File: config.mk
export PLATFORM = sky130hd
export DESIGN_NAME = fmc_controller
export DESIGN_NICKNAME = d
export VERILOG_FILES = /design/src/fmc_pkg.sv /design/src/fmc_controller.sv
export VERILOG_INCLUDE_DIRS = /design/src /design/src/src
export SDC_FILE = /design/constraint.sdc
export NUM_CORES = 1
export LEC_CHECK = 0
export BUFFER_PORTS_ARGS = -buffer_cell sky130_fd_sc_hd__buf_4
export CAP_MARGIN = 20
export CORE_ASPECT_RATIO = 0.6
export CORE_MARGIN = 1.5
export CORE_UTILIZATION = 40
export CTS_BUF_LIST = sky130_fd_sc_hd__clkbuf_4
export CTS_CLUSTER_SIZE = 12
export DETAILED_ROUTE_END_ITERATION = 12
export SYNTH_ARGS = -nofsm -noshare
export SYNTH_HDL_FRONTEND = slang
export SYNTH_SLANG_ARGS = --single-unit
File: constraint.sdc
create_clock -name clk -period 2.4 [get_ports clk]
set_clock_uncertainty 0.1 [all_clocks]
set_input_delay 0.12 -clock clk [delete_from_list [all_inputs] [get_ports clk]]
set_output_delay 0.12 -clock clk [all_outputs]
set_load 0.03 [all_outputs]
File: src/fmc_map.svh
// register map, field positions, reset values and timing counts
`ifndef FMC_MAP_SVH
`define FMC_MAP_SVH

`define FMC_ADDR_W 2
`define FMC_OFS_CTRL1 2'h0
`define FMC_OFS_CTRL2 2'h1
`define FMC_OFS_TRIM 2'h2
`define FMC_OFS_STATUS 2'h3

`define FMC_CTRL1_RST 8'h04
`define FMC_CTRL2_RST 8'h40
`define FMC_TRIM_RST 9'h100
`define FMC_ZERO8 8'h00

`define FMC_SS_FLL 2'h0
`define FMC_SS_INT 2'h1
`define FMC_SS_EXT 2'h2

`define FMC_ST_REF 4
`define FMC_ST_OSC 1
`define FMC_ST_FINE_TRIM 0

`define FMC_FLL_FACTOR 12'h0400
`define FMC_SWITCH_CYCLES 12'h0002
`define FMC_ALIVE_CYCLES 16384
`define FMC_OSC_INIT_CYCLES 4096

`endif

File: src/fmc_pkg.sv
// types shared by the clock mode controller
`default_nettype none
package fmc_pkg;
    typedef enum logic [1:0] {
        FMC_SRC_FLL,
        FMC_SRC_INT,
        FMC_SRC_EXT
    } fmc_src_type;

    typedef enum logic {
        FMC_RUN,
        FMC_SWITCH
    } fmc_state_type;

    typedef struct packed {
        logic [1:0] addr;
        logic [7:0] wdata;
        logic wr;
        logic rd;
    } fmc_bus_req_type;
endpackage
`default_nettype wire

File: src/fmc_controller.sv
// clock mode controller: source and reference switching, status, trim
//
// Our own choices: the address-and-strobe port and the address map.
`timescale 1ns/100ps
`default_nettype none
`include "fmc_map.svh"

module fmc_controller
    import fmc_pkg::*;
#(
    parameter int ALIVE_CYCLES = `FMC_ALIVE_CYCLES,
    parameter int OSC_INIT_CYCLES = `FMC_OSC_INIT_CYCLES
) (
    input wire logic clk,
    input wire logic resetn,
    input wire fmc_bus_req_type bus_req,
    output logic [7:0] rdata,
    input wire logic fll_clk_in,
    input wire logic int_ref_clk,
    input wire logic ext_ref_clk,
    input wire logic debug_mode_active,
    input wire logic stop_mode,
    output logic output_clock_en,
    output logic debug_link_clock_en,
    output logic internal_ref_output_en,
    output logic external_ref_output_en,
    output logic fll_enable,
    output logic dco_faster,
    output logic dco_slower,
    output logic [8:0] trim_word,
    output logic osc_request
);
    localparam int AW = $clog2(ALIVE_CYCLES + 1);
    localparam int OW = $clog2(OSC_INIT_CYCLES + 1);

    // ------------------------------------------------------------
    // registers and field decode
    // ------------------------------------------------------------
    logic [7:0] ctrl1;
    logic [7:0] ctrl2;
    logic osc_ready;
    wire logic hit_c1 = bus_req.addr == `FMC_OFS_CTRL1;
    wire logic hit_c2 = bus_req.addr == `FMC_OFS_CTRL2;
    wire logic hit_tr = bus_req.addr == `FMC_OFS_TRIM;
    wire logic hit_st = bus_req.addr == `FMC_OFS_STATUS;
    wire logic [1:0] source_select = ctrl1[7:6];
    wire logic [2:0] ref_divider = ctrl1[5:3];
    wire logic ref_select_internal = ctrl1[2];
    wire logic internal_ref_enable = ctrl1[1];
    wire logic internal_ref_stop_enable = ctrl1[0];
    wire logic [1:0] bus_divider = ctrl2[7:6];
    wire logic low_power_bit = ctrl2[3];
    wire logic oscillator_request = ctrl2[2];
    wire logic external_ref_enable = ctrl2[1];
    wire logic external_ref_stop_enable = ctrl2[0];

    // ------------------------------------------------------------
    // clock input sampling: fll, internal ref, external ref
    // ------------------------------------------------------------
    wire logic [2:0] src_raw = {ext_ref_clk, int_ref_clk, fll_clk_in};
    wire logic [2:0] src_edge;
    wire logic [2:0] src_alive;

    genvar gi;
    generate
        for (gi = 0; gi < 3; gi++) begin : g_src
            logic [2:0] sq;
            logic filt;
            logic [AW-1:0] idle_cnt;
            logic edge_q;
            wire logic agree = sq[1] == sq[2];
            always_ff @(posedge clk) begin
                if (!resetn) begin
                    sq <= 3'h0;
                    filt <= 1'b0;
                    edge_q <= 1'b0;
                    idle_cnt <= '0;
                end else begin
                    sq <= {sq[1:0], src_raw[gi]};
                    filt <= agree ? sq[1] : filt;
                    edge_q <= agree && sq[1] && !filt;
                    if (edge_q)
                        idle_cnt <= '0;
                    else if (idle_cnt != AW'(ALIVE_CYCLES))
                        idle_cnt <= idle_cnt + 1'b1;
                end
            end
            // a source with no edge for the timeout counts as absent
            assign src_alive[gi] = idle_cnt != AW'(ALIVE_CYCLES);
            assign src_edge[gi] = edge_q;
        end
    endgenerate

    // ------------------------------------------------------------
    // reference switch
    // ------------------------------------------------------------
    logic active_ref_int;
    logic [11:0] ref_cnt;
    wire logic new_ref_edge = ref_select_internal ?
        src_edge[FMC_SRC_INT] : src_edge[FMC_SRC_EXT];
    wire logic [11:0] ref_need = `FMC_SWITCH_CYCLES << ref_divider;
    wire logic ref_pending = ref_select_internal != active_ref_int;
    wire logic ref_done = ref_pending && new_ref_edge &&
        (ref_cnt == ref_need - 12'h001);

    always_ff @(posedge clk) begin
        if (!resetn) begin
            active_ref_int <= 1'b1;
            ref_cnt <= 12'h000;
        end else if (!ref_pending || ref_done) begin
            active_ref_int <= ref_select_internal;
            ref_cnt <= 12'h000;
        end else if (new_ref_edge) begin
            ref_cnt <= ref_cnt + 12'h001;
        end
    end

    // ------------------------------------------------------------
    // divided reference and fll frequency compare
    // ------------------------------------------------------------
    logic [7:0] refd_cnt;
    logic [11:0] fll_cnt;
    wire logic act_ref_edge = active_ref_int ?
        src_edge[FMC_SRC_INT] : src_edge[FMC_SRC_EXT];
    wire logic [7:0] ref_div_last = (8'h01 << ref_divider) - 8'h01;
    wire logic ref_tick = act_ref_edge && (refd_cnt >= ref_div_last);
    wire logic lp_bypass = low_power_bit && !debug_mode_active &&
        (source_select == `FMC_SS_INT || source_select == `FMC_SS_EXT);
    wire logic fll_on = !stop_mode && !lp_bypass;

    always_ff @(posedge clk) begin
        if (!resetn) begin
            refd_cnt <= 8'h00;
            fll_cnt <= 12'h000;
            dco_faster <= 1'b0;
            dco_slower <= 1'b0;
            fll_enable <= 1'b1;
        end else begin
            fll_enable <= fll_on;
            if (act_ref_edge)
                refd_cnt <= ref_tick ? 8'h00 : refd_cnt + 8'h01;
            if (ref_tick) begin
                // fll is steered toward 1024 edges per divided period
                dco_faster <= fll_on && fll_cnt < `FMC_FLL_FACTOR;
                dco_slower <= fll_on && fll_cnt > `FMC_FLL_FACTOR;
                fll_cnt <= 12'h000;
            end else if (src_edge[FMC_SRC_FLL] && fll_cnt != 12'hfff) begin
                fll_cnt <= fll_cnt + 12'h001;
            end
        end
    end

    // ------------------------------------------------------------
    // source switch
    // ------------------------------------------------------------
    fmc_state_type state;
    fmc_src_type active_src;
    fmc_src_type target_src;
    logic [11:0] sw_cnt;
    wire fmc_src_type req_src = source_select == `FMC_SS_INT ? FMC_SRC_INT :
        source_select == `FMC_SS_EXT ? FMC_SRC_EXT : FMC_SRC_FLL;

    always_ff @(posedge clk) begin
        if (!resetn) begin
            state <= FMC_RUN;
            active_src <= FMC_SRC_FLL;
            target_src <= FMC_SRC_FLL;
            sw_cnt <= 12'h000;
        end else begin
            case (state)
                FMC_RUN: begin
                    sw_cnt <= 12'h000;
                    target_src <= req_src;
                    if (req_src != active_src && src_alive[req_src])
                        state <= FMC_SWITCH;
                end
                FMC_SWITCH: begin
                    // an absent new clock leaves the old one in use
                    if (req_src != target_src || !src_alive[target_src]) begin
                        state <= FMC_RUN;
                    end else if (src_edge[target_src]) begin
                        sw_cnt <= sw_cnt + 12'h001;
                        if (sw_cnt == `FMC_SWITCH_CYCLES - 12'h001) begin
                            active_src <= target_src;
                            state <= FMC_RUN;
                        end
                    end
                end
                default: state <= FMC_RUN;
            endcase
        end
    end

    // ------------------------------------------------------------
    // bus divider and clock enables
    // ------------------------------------------------------------
    logic [2:0] bus_cnt;
    wire logic sel_edge = src_edge[active_src];
    wire logic [2:0] bus_last = (3'h1 << bus_divider) - 3'h1;
    // >= lets a smaller divider act on the very next edge
    wire logic bus_wrap = bus_cnt >= bus_last;

    always_ff @(posedge clk) begin
        if (!resetn) begin
            bus_cnt <= 3'h0;
            output_clock_en <= 1'b0;
            debug_link_clock_en <= 1'b0;
            internal_ref_output_en <= 1'b0;
            external_ref_output_en <= 1'b0;
        end else begin
            if (sel_edge)
                bus_cnt <= bus_wrap ? 3'h0 : bus_cnt + 3'h1;
            output_clock_en <= !stop_mode && sel_edge && bus_wrap;
            debug_link_clock_en <= fll_on && src_edge[FMC_SRC_FLL];
            internal_ref_output_en <= src_edge[FMC_SRC_INT] &&
                internal_ref_enable &&
                (!stop_mode || internal_ref_stop_enable);
            external_ref_output_en <= src_edge[FMC_SRC_EXT] &&
                external_ref_enable &&
                (!stop_mode || external_ref_stop_enable);
        end
    end

    // ------------------------------------------------------------
    // oscillator initialization
    // ------------------------------------------------------------
    logic [OW-1:0] osc_cnt;
    wire logic ext_needed = external_ref_enable ||
        source_select == `FMC_SS_EXT ||
        (source_select == `FMC_SS_FLL && !ref_select_internal);
    wire logic osc_set = oscillator_request && ext_needed &&
        src_edge[FMC_SRC_EXT] && osc_cnt == OW'(OSC_INIT_CYCLES - 1);
    wire logic en_cleared = bus_req.wr && hit_c2 && external_ref_enable &&
        !bus_req.wdata[1];
    wire logic osc_clr = !oscillator_request || en_cleared;

    always_ff @(posedge clk) begin
        if (!resetn) begin
            osc_cnt <= '0;
            osc_ready <= 1'b0;
        end else begin
            if (!oscillator_request)
                osc_cnt <= '0;
            else if (ext_needed && src_edge[FMC_SRC_EXT] &&
                     osc_cnt != OW'(OSC_INIT_CYCLES - 1))
                osc_cnt <= osc_cnt + 1'b1;
            // set wins over clear in the same cycle
            if (osc_set)
                osc_ready <= 1'b1;
            else if (osc_clr)
                osc_ready <= 1'b0;
        end
    end

    // ------------------------------------------------------------
    // register writes, status sync and read back
    // ------------------------------------------------------------
    logic [2:0] st_sync1;
    logic [2:0] st_sync2;
    wire logic [7:0] status_rd = {3'h0, st_sync2[2], st_sync2[1:0],
        osc_ready, trim_word[0]};
    wire logic [7:0] next_rdata = hit_c1 ? ctrl1 : hit_c2 ? ctrl2 :
        hit_tr ? trim_word[8:1] : status_rd;

    always_ff @(posedge clk) begin
        if (!resetn) begin
            ctrl1 <= `FMC_CTRL1_RST;
            ctrl2 <= `FMC_CTRL2_RST;
            trim_word <= `FMC_TRIM_RST;
            st_sync1 <= 3'h4;
            st_sync2 <= 3'h4;
            rdata <= `FMC_ZERO8;
            osc_request <= 1'b0;
        end else begin
            if (bus_req.wr && hit_c1)
                ctrl1 <= bus_req.wdata;
            else if (bus_req.wr && hit_c2)
                ctrl2 <= bus_req.wdata;
            else if (bus_req.wr && hit_tr)
                trim_word[8:1] <= bus_req.wdata;
            else if (bus_req.wr && hit_st)
                trim_word[0] <= bus_req.wdata[`FMC_ST_FINE_TRIM];
            st_sync1 <= {active_ref_int, active_src};
            st_sync2 <= st_sync1;
            rdata <= bus_req.rd ? next_rdata : `FMC_ZERO8;
            osc_request <= oscillator_request;
        end
    end
endmodule

`default_nettype wire

==> summary.txt, run 1 <==
Run status
  – Status: completed

Placed design
  – Area post-placement: 8780 um^2
  – Port buffer count: 43
  – DP HPWL: 12,200 um
  – GPL Wtd Cong: ~0.78
  – Setup WS pre-CTS: 12.1 ps

Die
  – Die Area: around 21,000 um^2
  – Core Rows: 39
  – Die Ht: 112 um
  – Io pins: 44
  – Starting density of the core: 41.3%
  – Core area: a little under 20,000 um^2
  – Die Wd: approximately 180 um

Yosys
  – Simple-Gate Fraction of Synth Area: 26.7%
  – Post-synthesis sequential area ratio: 43.8%
  – Post-synthesis adder-cell area fraction: 4.88%
  – Compound-cell area share of the yosys netlist: 8.79%
  – Largest family of logic cells by synthesized area: simple AND/OR/NAND/NOR gates
  – Mean Syn Cell Area: 8.77 um^2
  – Cells after synthesis: between 900 and 1,000
  – Post-synth top flop: dfxtp_1
  – Post-Synthesis Cell Area: 7950 um^2
  – Netlist cell types: 62
  – Post-synth EDFFs: 0
  – #FFs+latches synth: around 170
  – Ys Warns: 0
  – Post-synthesis mux area share: 4.87%
  – Synth Area in XOR/XNOR: 7.94%
  – Async S/R FF share, synth: 0%
  – Syn nets: 956

Power and ir drop
  – P_leak: 3.49 nW
  – Clock share of power: 33.1%
  – Combinational share of power: 7.2%
  – Switch Pwr: about 1.2 mW
  – Sequential share of power: roughly three fifths
  – Cell Pwr Density: 533 nW/um^2
  – VDD IR-drop max: 282 uV
  – Internal: 3.71 mW
  – Sw Ratio: roughly 25%

Clock network
  – Root Driver: clkbuf_4
  – CTS tree: done
  – Maximum root-to-sink buffer count: 2
  – Clk sinks: between 150 and 200
  – Worst-path clk slew: 150 ps
  – Later-pin clock latency in the skew report: 560 ps
  – CTS buffer count: 17
  – H-tree depth: 4
  – Setup Buffers After CTS: 0

Timing
  – Worst-Margin Slew: approximately 620 ps
  – Pins Over Slew Limit: 0
  – Worst slew margin: between 50 and 60%
  – Final hold vios: 0
  – Setup tns final: 0 ps
  – Final setup vio count: 0
  – Final setup margin: 107 ps
  – Crit share post-route: ~96%
  – Final min period: 2290 ps
  – F_max: 436 MHz

Route
  – DRT Pass-1 Iters: 5
  – ANT nets after route: 0
  – Via density: 4.93
  – WL/cell: 13.5 um
  – Vias: roughly 6,300
  – Wirelength, routed: 17,100 um
  – Iter 0 DRT Violations: 365
  – Drc violations: 0

Job
  – # Max-Cap Violations: 0

Setup path
  – Worst Path Arrival: 2700 ps
  – CP Cell Sequence: inv_1 > ha_1 > nor3_2 > a22oi_2 > or4_4 > or4_1 > nand2_1
  – CP required: approximately 2800 ps
  – Startpoint Class: register
  – Setup CP Type: register to register
  – Slowest stage cell, crit path: or4_4
  – Worst setup EP type: register
  – Worst-path maximum fanout: 8
  – CP max stage delay: 570 ps

Cells and area
  – Final #Nets: 1,041
  – Most frequent cells in the layout: 170 x dfxtp_1, 129 x nor2_1, 98 x nand2_1
  – P&R area growth vs syn: 17.1%
  – Ant diodes: 0
  – Layout cells sized above 1: 14.2%
  – Commonest non-fill, non-tap cell in the layout: dfxtp_1
  – Final instance area: 9300 um^2
  – Fillers: between 1,500 and 2,000

Global route
  – Overall routing resource usage: 17.2%
  – Largest net degree at the start of global routing: between 40 and 50
  – Antenna violations before repair: 0
  – First-pass GRT wire length: 28,600 um
  – Vias in the first global route: 5,564
  – Gr ovfl total: 0

Worst hold path
  – Hold Path Class: input port to register
## synthesized netlist by cell type (2+ instances only)
| master | n | area share (%) |
|---|---|---|
| dfxtp_1 | 174 | 44 |
| a31o_2 | 3 | 0.33 |
| nand2b_1 | 15 | 1.2 |
| nor3_1 | 11 | 0.69 |
| a21o_1 | 3 | 0.28 |
| xnor2_1 | 27 | 3.0 |
| a31oi_1 | 2 | 0.16 |
| mux4_2 | 5 | 1.4 |
| nand4_1 | 20 | 1.6 |
| nand3_1 | 48 | 3.0 |
| mux2_2 | 3 | 0.43 |
| a211oi_1 | 4 | 0.38 |
| nor2b_1 | 21 | 1.7 |
| buf_2 | 4 | 0.25 |
| or2_2 | 4 | 0.31 |
| a21boi_0 | 14 | 1.3 |
| nor4b_1 | 3 | 0.33 |
| ha_1 | 31 | 4.9 |
| o211ai_1 | 5 | 0.47 |
| inv_1 | 27 | 1.3 |
| a22oi_2 | 2 | 0.31 |
| o21ai_0 | 21 | 1.3 |
| or4_1 | 5 | 0.47 |
| and3_1 | 17 | 1.3 |
| or3_1 | 11 | 0.87 |
| clkbuf_1 | 28 | 1.3 |
| nor4_1 | 12 | 0.94 |
| o41ai_1 | 2 | 0.22 |
| xor2_1 | 45 | 5.0 |
| a21oi_1 | 35 | 2.2 |
| mux2i_1 | 24 | 3.0 |
| nor2_1 | 130 | 6.1 |
| nand3b_1 | 8 | 0.76 |
| and4_1 | 2 | 0.22 |
| and2_1 | 15 | 1.2 |
| o41a_1 | 2 | 0.28 |
| nand2_1 | 98 | 4.6 |
## kinds of logic (layout without fill, tap and decap cells)
kind of cell | count (synthesis) | in the layout
multiplexers | 32 | 32
XOR/XNOR | 72 | 72
AND/OR/NAND/NOR | 430 | 430
AO/OA/AOI/OAI | 105 | 105
adder cells (fa/ha/maj) | 31 | 31
other | 1 | 1
buffers and inverters | 61 | 158
flip-flops | 174 | 174
## flip-flops by register name, indices dropped and copies added (netlist names), 8 cells and up
name / count
ctrl1: 8
ctrl2: 8
fll_cnt: 12
g_src.idle_cnt: 45
g_src.sq: 9
osc_cnt: 13
rdata: 8
ref_cnt: 12
refd_cnt: 8
sw_cnt: 12
trim_word: 9
## power groups by stage
stage,logic (mW),registers [mW],clock network (mW)
finish,0.358,2.96,1.64
global route,0.397,2.97,1.82
CTS,0.356,2.96,1.71
detailed placement,0.328,3.02,0
global placement,0.326,3.02,0
floorplan,0.185,3.04,0
## path summary, 6_finish.rpt
path | start | cells past startpoint | slack, ps | endpoint
setup / recovery | ctrl1[6] | 7 | 110 | sw_cnt[8]
hold / removal | ext_ref_clk | 3 | 210 | g_src[2].sq[0]
setup reg to reg | ctrl1[6] | 7 | 110 | sw_cnt[8]
hold reg to reg | g_src[2].filt | 1 | 310 | g_src[2].edge_q
## critical path: cells and delay by family (launching register included)
kind	cells	cell delay, ps
flops	1	380
compound gates	1	110
fa+ha+maj	1	260
simple gates	4	1330
buf+inv	1	70
## per-layer routing
| metal | wire [um] | vias to the layer above | GRT usage [%] |
|---|---|---|---|
| met4 | 133 | 0 | 3.74 |
| met3 | 885 | 12 | 4.25 |
| met2 | 6220 | 111 | 21.4 |
| met5 | 0 | - | 0 |
| met1 | 9840 | 2851 | 28.4 |
| li1 | - | 3280 | - |
## stage by stage
stage          cells  util (%)  hold slack (ps)  power, mW
2_1_floorplan    906         -              112       3.22
3_3_place_gp    1216      45.7              230       3.35
3_5_place_dp    1216      45.7              232       3.35
4_1_cts         1269      48.2              167       5.03
5_1_grt         1269      48.4              178       5.19
6_report        1269      48.4              210       4.96
## repair_timing
item | in CTS | in global routing
endpoints found under the hold margin | 52 | 0
hold buffers | 22 | 0
endpoints found under the setup margin | 3 | 34
resized for setup | 1 | 9
pin swaps | 0 | 1
## cell type report
| cell class | instances | area, um^2 | share of cell area (%) |
|---|---|---|---|
| Clock buffer | 17 | 128 | 1.37 |
| Timing Repair Buffer | 99 | 836 | 8.99 |
| Sequential cell | 174 | 3490 | 37.5 |
| Clock inverter | 14 | 145 | 1.56 |
| Tap cell | 266 | 333 | 3.58 |
| Inverter | 28 | 105 | 1.13 |
| Multi-Input combinational cell | 671 | 4270 | 45.9 |
Power figures use the tool's default switching activity.
==> run 2: changes to the inputs <==
==> constraint.sdc (replaced) <==
create_clock -name clk -period 1.97 [get_ports clk]
set_clock_uncertainty 0.1 [all_clocks]
set_input_delay 0.591 -clock clk [delete_from_list [all_inputs] [get_ports clk]]
set_output_delay 0.591 -clock clk [all_outputs]
set_load 0.03 [all_outputs]
==> run 2 against run 1 <==
Net effect:
- the run now ends with setup timing left
- worst setup slack got worse by 320 ps
- register-to-register slack got worse by 320 ps
- via count rose by 7.6%
- utilization rose by 5.5 points
- final cell count rose by 6.5%
- maximum frequency rose by 5.0%
- global-route usage rose by 1.4 points
- combinational power rose by 41%
- clock power rose by 27%
- flip-flop and latch count did not move
- sequential power rose by 22%
- die area did not move
==> summary.txt, run 2 (synthesis results as in run 1) <==
Placed design
  – DP HPWL: ~13,000 um
  – Placed cell count: approximately 1,300
  – Area post-placement: 9520 um^2
  – GPL Wtd Cong: 0.787
  – Port buffer count: 43

Die
  – Die Ht: approximately 110 um
  – Core Rows: 39
  – Starting density of the core: 41.3%
  – Die Wd: about 180 um
  – Core area: 19,200 um^2
  – Io pins: between 40 and 50
  – Die Area: 20,700 um^2

Global route
  – First-pass GRT wire length: 30,600 um
  – Largest net degree at the start of global routing: 44
  – Overall routing resource usage: 18.6%
  – Vias in the first global route: about 6,200
  – Antenna violations before repair: 0
  – Gr ovfl total: 0

Route
  – Vias: 6,732
  – Wirelength, routed: 18,600 um
  – Via density: 4.98
  – ANT nets after route: 0
  – DRT Pass-1 Iters: 7
  – WL/cell: between 10 and 15 um
  – Drc violations: 0
  – Iter 0 DRT Violations: 471

Cells and area
  – P&R area growth vs syn: 30.4%
  – Most frequent cells in the layout: 169 x buf_4, 155 x dfxtp_1, 126 x nor2_1
  – Post-layout util: 53.9%
  – Layout cells sized above 1: 28.8%
  – Ant diodes: 0
  – Final #Nets: 1,123
  – Fin cells: 1,352
  – Final instance area: slightly above 10,000 um^2
  – Largest register FFs: 45
  – Fillers: 1,783
  – Biggest regs: g_src.idle_cnt: 45 flops, osc_cnt: 13 flops
  – Most flop-heavy register: g_src.idle_cnt
  – Commonest non-fill, non-tap cell in the layout: buf_4

Timing
  – Pins Over Slew Limit: 0
  – Crit share post-route: 111%
  – Final setup margin: -213 ps
  – Final setup vio count: 46
  – Worst slew margin: 60.0%
  – Final hold vios: 0
  – Worst-Margin Slew: 600 ps
  – Final min period: 2180 ps
  – RSZ-0062 raised after global routing: true
  – F_max: 458 MHz

Setup path
  – CP Cell Sequence: inv_4 > ha_4 > nor3_4 > a22oi_2 > buf_4 > or4_4 > or4_4 > nand2_2
  – Cell depth of the worst setup path: 8
  – Bufs and invs on worst path: 2
  – Worst-path maximum fanout: 6
  – Worst setup EP type: register
  – CP most frequent cell: or4_4
  – CP required: 2410 ps
  – Reg2reg path depth: 8
  – Worst Path Arrival: 2620 ps
  – Setup CP Type: register to register
  – CP max stage delay: 510 ps
  – Startpoint Class: register
  – Slowest stage cell, crit path: or4_4
  – Delay-heaviest family, CP: simple AND/OR/NAND/NOR gates

Run status
  – Failing checks: setup timing
  – Status: finished with violations

Clock network
  – Maximum root-to-sink buffer count: 2
  – CTS buffer count: 17
  – Later-pin clock latency in the skew report: 590 ps
  – CTS tree: done
  – Hold buffers post-CTS: 0
  – Worst-path clk slew: roughly 170 ps
  – Clk sinks: approximately 170
  – H-tree depth: 4
  – Root Driver: clkbuf_4

Job
  – # Max-Cap Violations: 0

Power and ir drop
  – VDD IR-drop max: between 400 and 500 uV
  – P_leak: slightly above 4 nW
  – Cell Pwr Density: between 500 and 600 nW/um^2

Worst hold path
  – Hold Path Class: input port to register
  – Hold path cells: 2
-- run 2: changes by cell type in the layout (fill, tap and decap cells not counted), moves of 6 or more --
cell	before	now
ha_1	30	24
nor4_1	12	4
dfxtp_1	170	155
buf_4	74	169
dfxtp_2	4	14
dlygate4sd3_1	22	0
buf_6	0	6
ha_4	0	6
inv_1	27	19
-- run 2: routing by layer --
layer  wire, um  up-vias  track usage (%)
li1           -     3460                -
met1      10300     3138             28.9
met2       7420      122             25.2
met3        744       12             4.28
met4        167        0             4.72
met5          0        -                0
-- run 2: path summary, 6_finish.rpt --
kind | from | end | slack [ps]
worst max-delay path | ctrl1[6] | sw_cnt[10] | -210
worst min register to register | g_src[1].filt | g_src[1].edge_q | 330
worst max register to register | ctrl1[6] | sw_cnt[10] | -210
worst min-delay path | int_ref_clk | g_src[1].sq[0] | 100
-- run 2: worst reg2reg max path, cell delays in order, from the launching register on --
cell	delay (ps)
dfxtp_4	410
inv_4	40
ha_4	180
nor3_4	160
a22oi_2	80
buf_4	140
or4_4	510
or4_4	440
nand2_2	70
-- run 2: repair_timing --
item	in CTS	in global routing
setup endpoints to repair	62	77
pin swaps	16	25
cloned	2	1
gates resized for setup	48	51
buffers inserted	8	7
-- run 2: cell type report --
cell class | count | area [um^2] | share of cell area (%)
Clock inverter | 15 | 151 | 1.46
Tap cell | 266 | 333 | 3.21
Timing Repair Buffer | 178 | 1400 | 13.5
Multi-Input combinational cell | 674 | 4720 | 45.6
Clock buffer | 17 | 128 | 1.23
Inverter | 28 | 113 | 1.09
Sequential cell | 174 | 3520 | 34.0
-- run 2: per-stage QoR --
step	hold WS (ps)	total power [mW]	setup TNS, ps	setup WS [ps]
6_report	97.7	6.21	-4400	-213
5_1_grt	31.6	6.51	-9320	-323
4_1_cts	36.4	6.26	-3990	-197
3_5_place_dp	313	4.13	-14430	-585
3_3_place_gp	298	4.13	-12910	-516
2_1_floorplan	286	3.94	-2890	-175
-- run 2: report_power, final --
| part | internal [mW] | switching, mW |
|---|---|---|
| registers | 3.57 | 0.0395 |
| clock network | 0.678 | 1.41 |
| logic | 0.246 | 0.260 |
==> run 3: changes to the inputs <==
clock period = 1.76 ns   (was 1.97 ns; I/O delays follow)
==> run 3 against run 2 <==
Net effect:
- the flow still finishes with violations (setup timing)
- non-clock buffer count increased by 47
- critical path depth increased by 2
- clock power increased by 16%
- final area increased by 6.0%
==> summary.txt, run 3 (synthesis results as in run 1) <==
Cells and area
  – Most frequent cells in the layout: 179 x buf_4, 130 x dfxtp_1, 114 x nor2_1
  – Largest register FFs: 45
  – P&R area growth vs syn: 38.3%
  – Final instance area: 11,000 um^2
  – Final #Nets: 1,169
  – Ant diodes: 0
  – Layout cells sized above 1: 35.6%
  – Biggest regs: g_src.idle_cnt: 45 flops, osc_cnt: 13 flops
  – Post-layout util: 57.2%
  – Most flop-heavy register: g_src.idle_cnt
  – Commonest non-fill, non-tap cell in the layout: buf_4
  – Fin cells: 1,398

Placed design
  – GPL Wtd Cong: approximately 0.79
  – DP HPWL: 13,800 um
  – Area post-placement: 9790 um^2
  – Port buffer count: 43
  – Placed cell count: 1,334
  – Setup WS pre-CTS: -493 ps

Timing
  – Pins Over Slew Limit: 0
  – Final setup margin: -416 ps
  – Final setup vio count: 64
  – Crit share post-route: 124%
  – Final hold vios: 0
  – F_max: 460 MHz
  – Setup tns final: -17,750 ps
  – RSZ-0062 raised after global routing: true
  – Final hold slack: 84.1 ps
  – Worst slew margin: 56.6%
  – Worst-Margin Slew: 633 ps
  – Final min period: 2180 ps

Clock network
  – Clk sinks: 174
  – Worst-path clk slew: 170 ps
  – Maximum root-to-sink buffer count: 2
  – Later-pin clock latency in the skew report: 590 ps
  – CTS buffer count: 17
  – H-tree depth: 4
  – Root Driver: clkbuf_4
  – CTS tree: done

Die
  – Core area: 19,200 um^2
  – Io pins: 44
  – Die Area: between 20,000 and 25,000 um^2
  – Die Ht: ~110 um
  – Starting density of the core: ~41%
  – Die Wd: 185 um
  – Core Rows: 39

Route
  – WL/cell: between 10 and 15 um
  – Via density: 4.95
  – DRT Pass-1 Iters: 5
  – Drc violations: 0
  – ANT nets after route: 0
  – Iter 0 DRT Violations: 501
  – Vias: 6,915
  – Wirelength, routed: 19,800 um

Setup path
  – Worst-path maximum fanout: 4
  – R2R setup slack: -420 ps
  – CP required: 2170 ps
  – Worst Path Arrival: 2580 ps
  – Startpoint Class: register
  – Worst setup EP type: register
  – Setup CP Type: register to register

Power and ir drop
  – Switch Pwr: 1.89 mW
  – Sequential share of power: 56.9%
  – VDD IR-drop max: 451 uV
  – P_leak: approximately 4.3 nW
  – Cell Pwr Density: 646 nW/um^2
  – Clock share of power: 34.2%
  – Sw Ratio: 26.7%
  – Combinational share of power: slightly below 9%
  – Internal: 5.20 mW
  – Tot Pwr: ~7.1 mW

Global route
  – First-pass GRT wire length: 32,700 um
  – Antenna violations before repair: 0
  – Vias in the first global route: approximately 6,600
  – Gr ovfl total: 0
  – Overall routing resource usage: 19.8%
  – Largest net degree at the start of global routing: 38

Job
  – # Max-Cap Violations: 0

Run status
  – Status: finished with violations
  – Failing checks: setup timing

Worst hold path
  – Hold Path Class: input port to register
[run 3: timing repair]
item                                    CTS  global route
endpoints found under the hold margin     3             2
cloned                                    3             0
pin swaps                                32            21
resized for setup                       108            65
endpoints found under the setup margin   87           100
hold buffers                              2             2
setup buffers                            21             5
[run 3: final cells by class]
type	count	area, um^2
inverter	28	110
clock inverter	14	159
sequential	174	3550
multi-input combinational	673	4790
tap	266	333
fill	1736	8240
clock buffer	18	135
timing repair buffer	225	1910
[run 3: per-layer routing]
metal,GRT usage (%),wire [um],vias to the layer above
met2,27.5,7970,108
met3,4.64,817,13
li1,-,-,3541
met4,4.23,167,0
met1,30.6,10800,3253
met5,0,0,-
[run 3: worst max-delay path, stage by stage, from the launching register on]
cell and delay [ps]:
dfxtp_4 390, nor2_4 120, nand2_1 60, ha_1 270, nand2b_4 140, a21o_1 150, a21o_1 180, a211oi_4 260
buf_4 150, or4_4 120, mux2i_1 180
[run 3: power by group through the flow]
stage | Combinational, mW | Clock, mW | Sequential, mW
finish | 0.626 | 2.43 | 4.04
global route | 0.683 | 2.68 | 4.05
CTS | 0.599 | 2.51 | 4.04
detailed placement | 0.530 | 0 | 4.12
global placement | 0.523 | 0 | 4.12
floorplan | 0.269 | 0 | 4.15
[run 3: path summary, 6_finish.rpt]
check	startpoint	to	depth (start not counted)
hold / removal	bus_req[5]	ctrl2[3]	3
hold reg to reg	g_src[1].filt	g_src[1].edge_q	1
setup / recovery	ctrl1[5]	dco_faster	10
setup reg to reg	ctrl1[5]	dco_faster	10
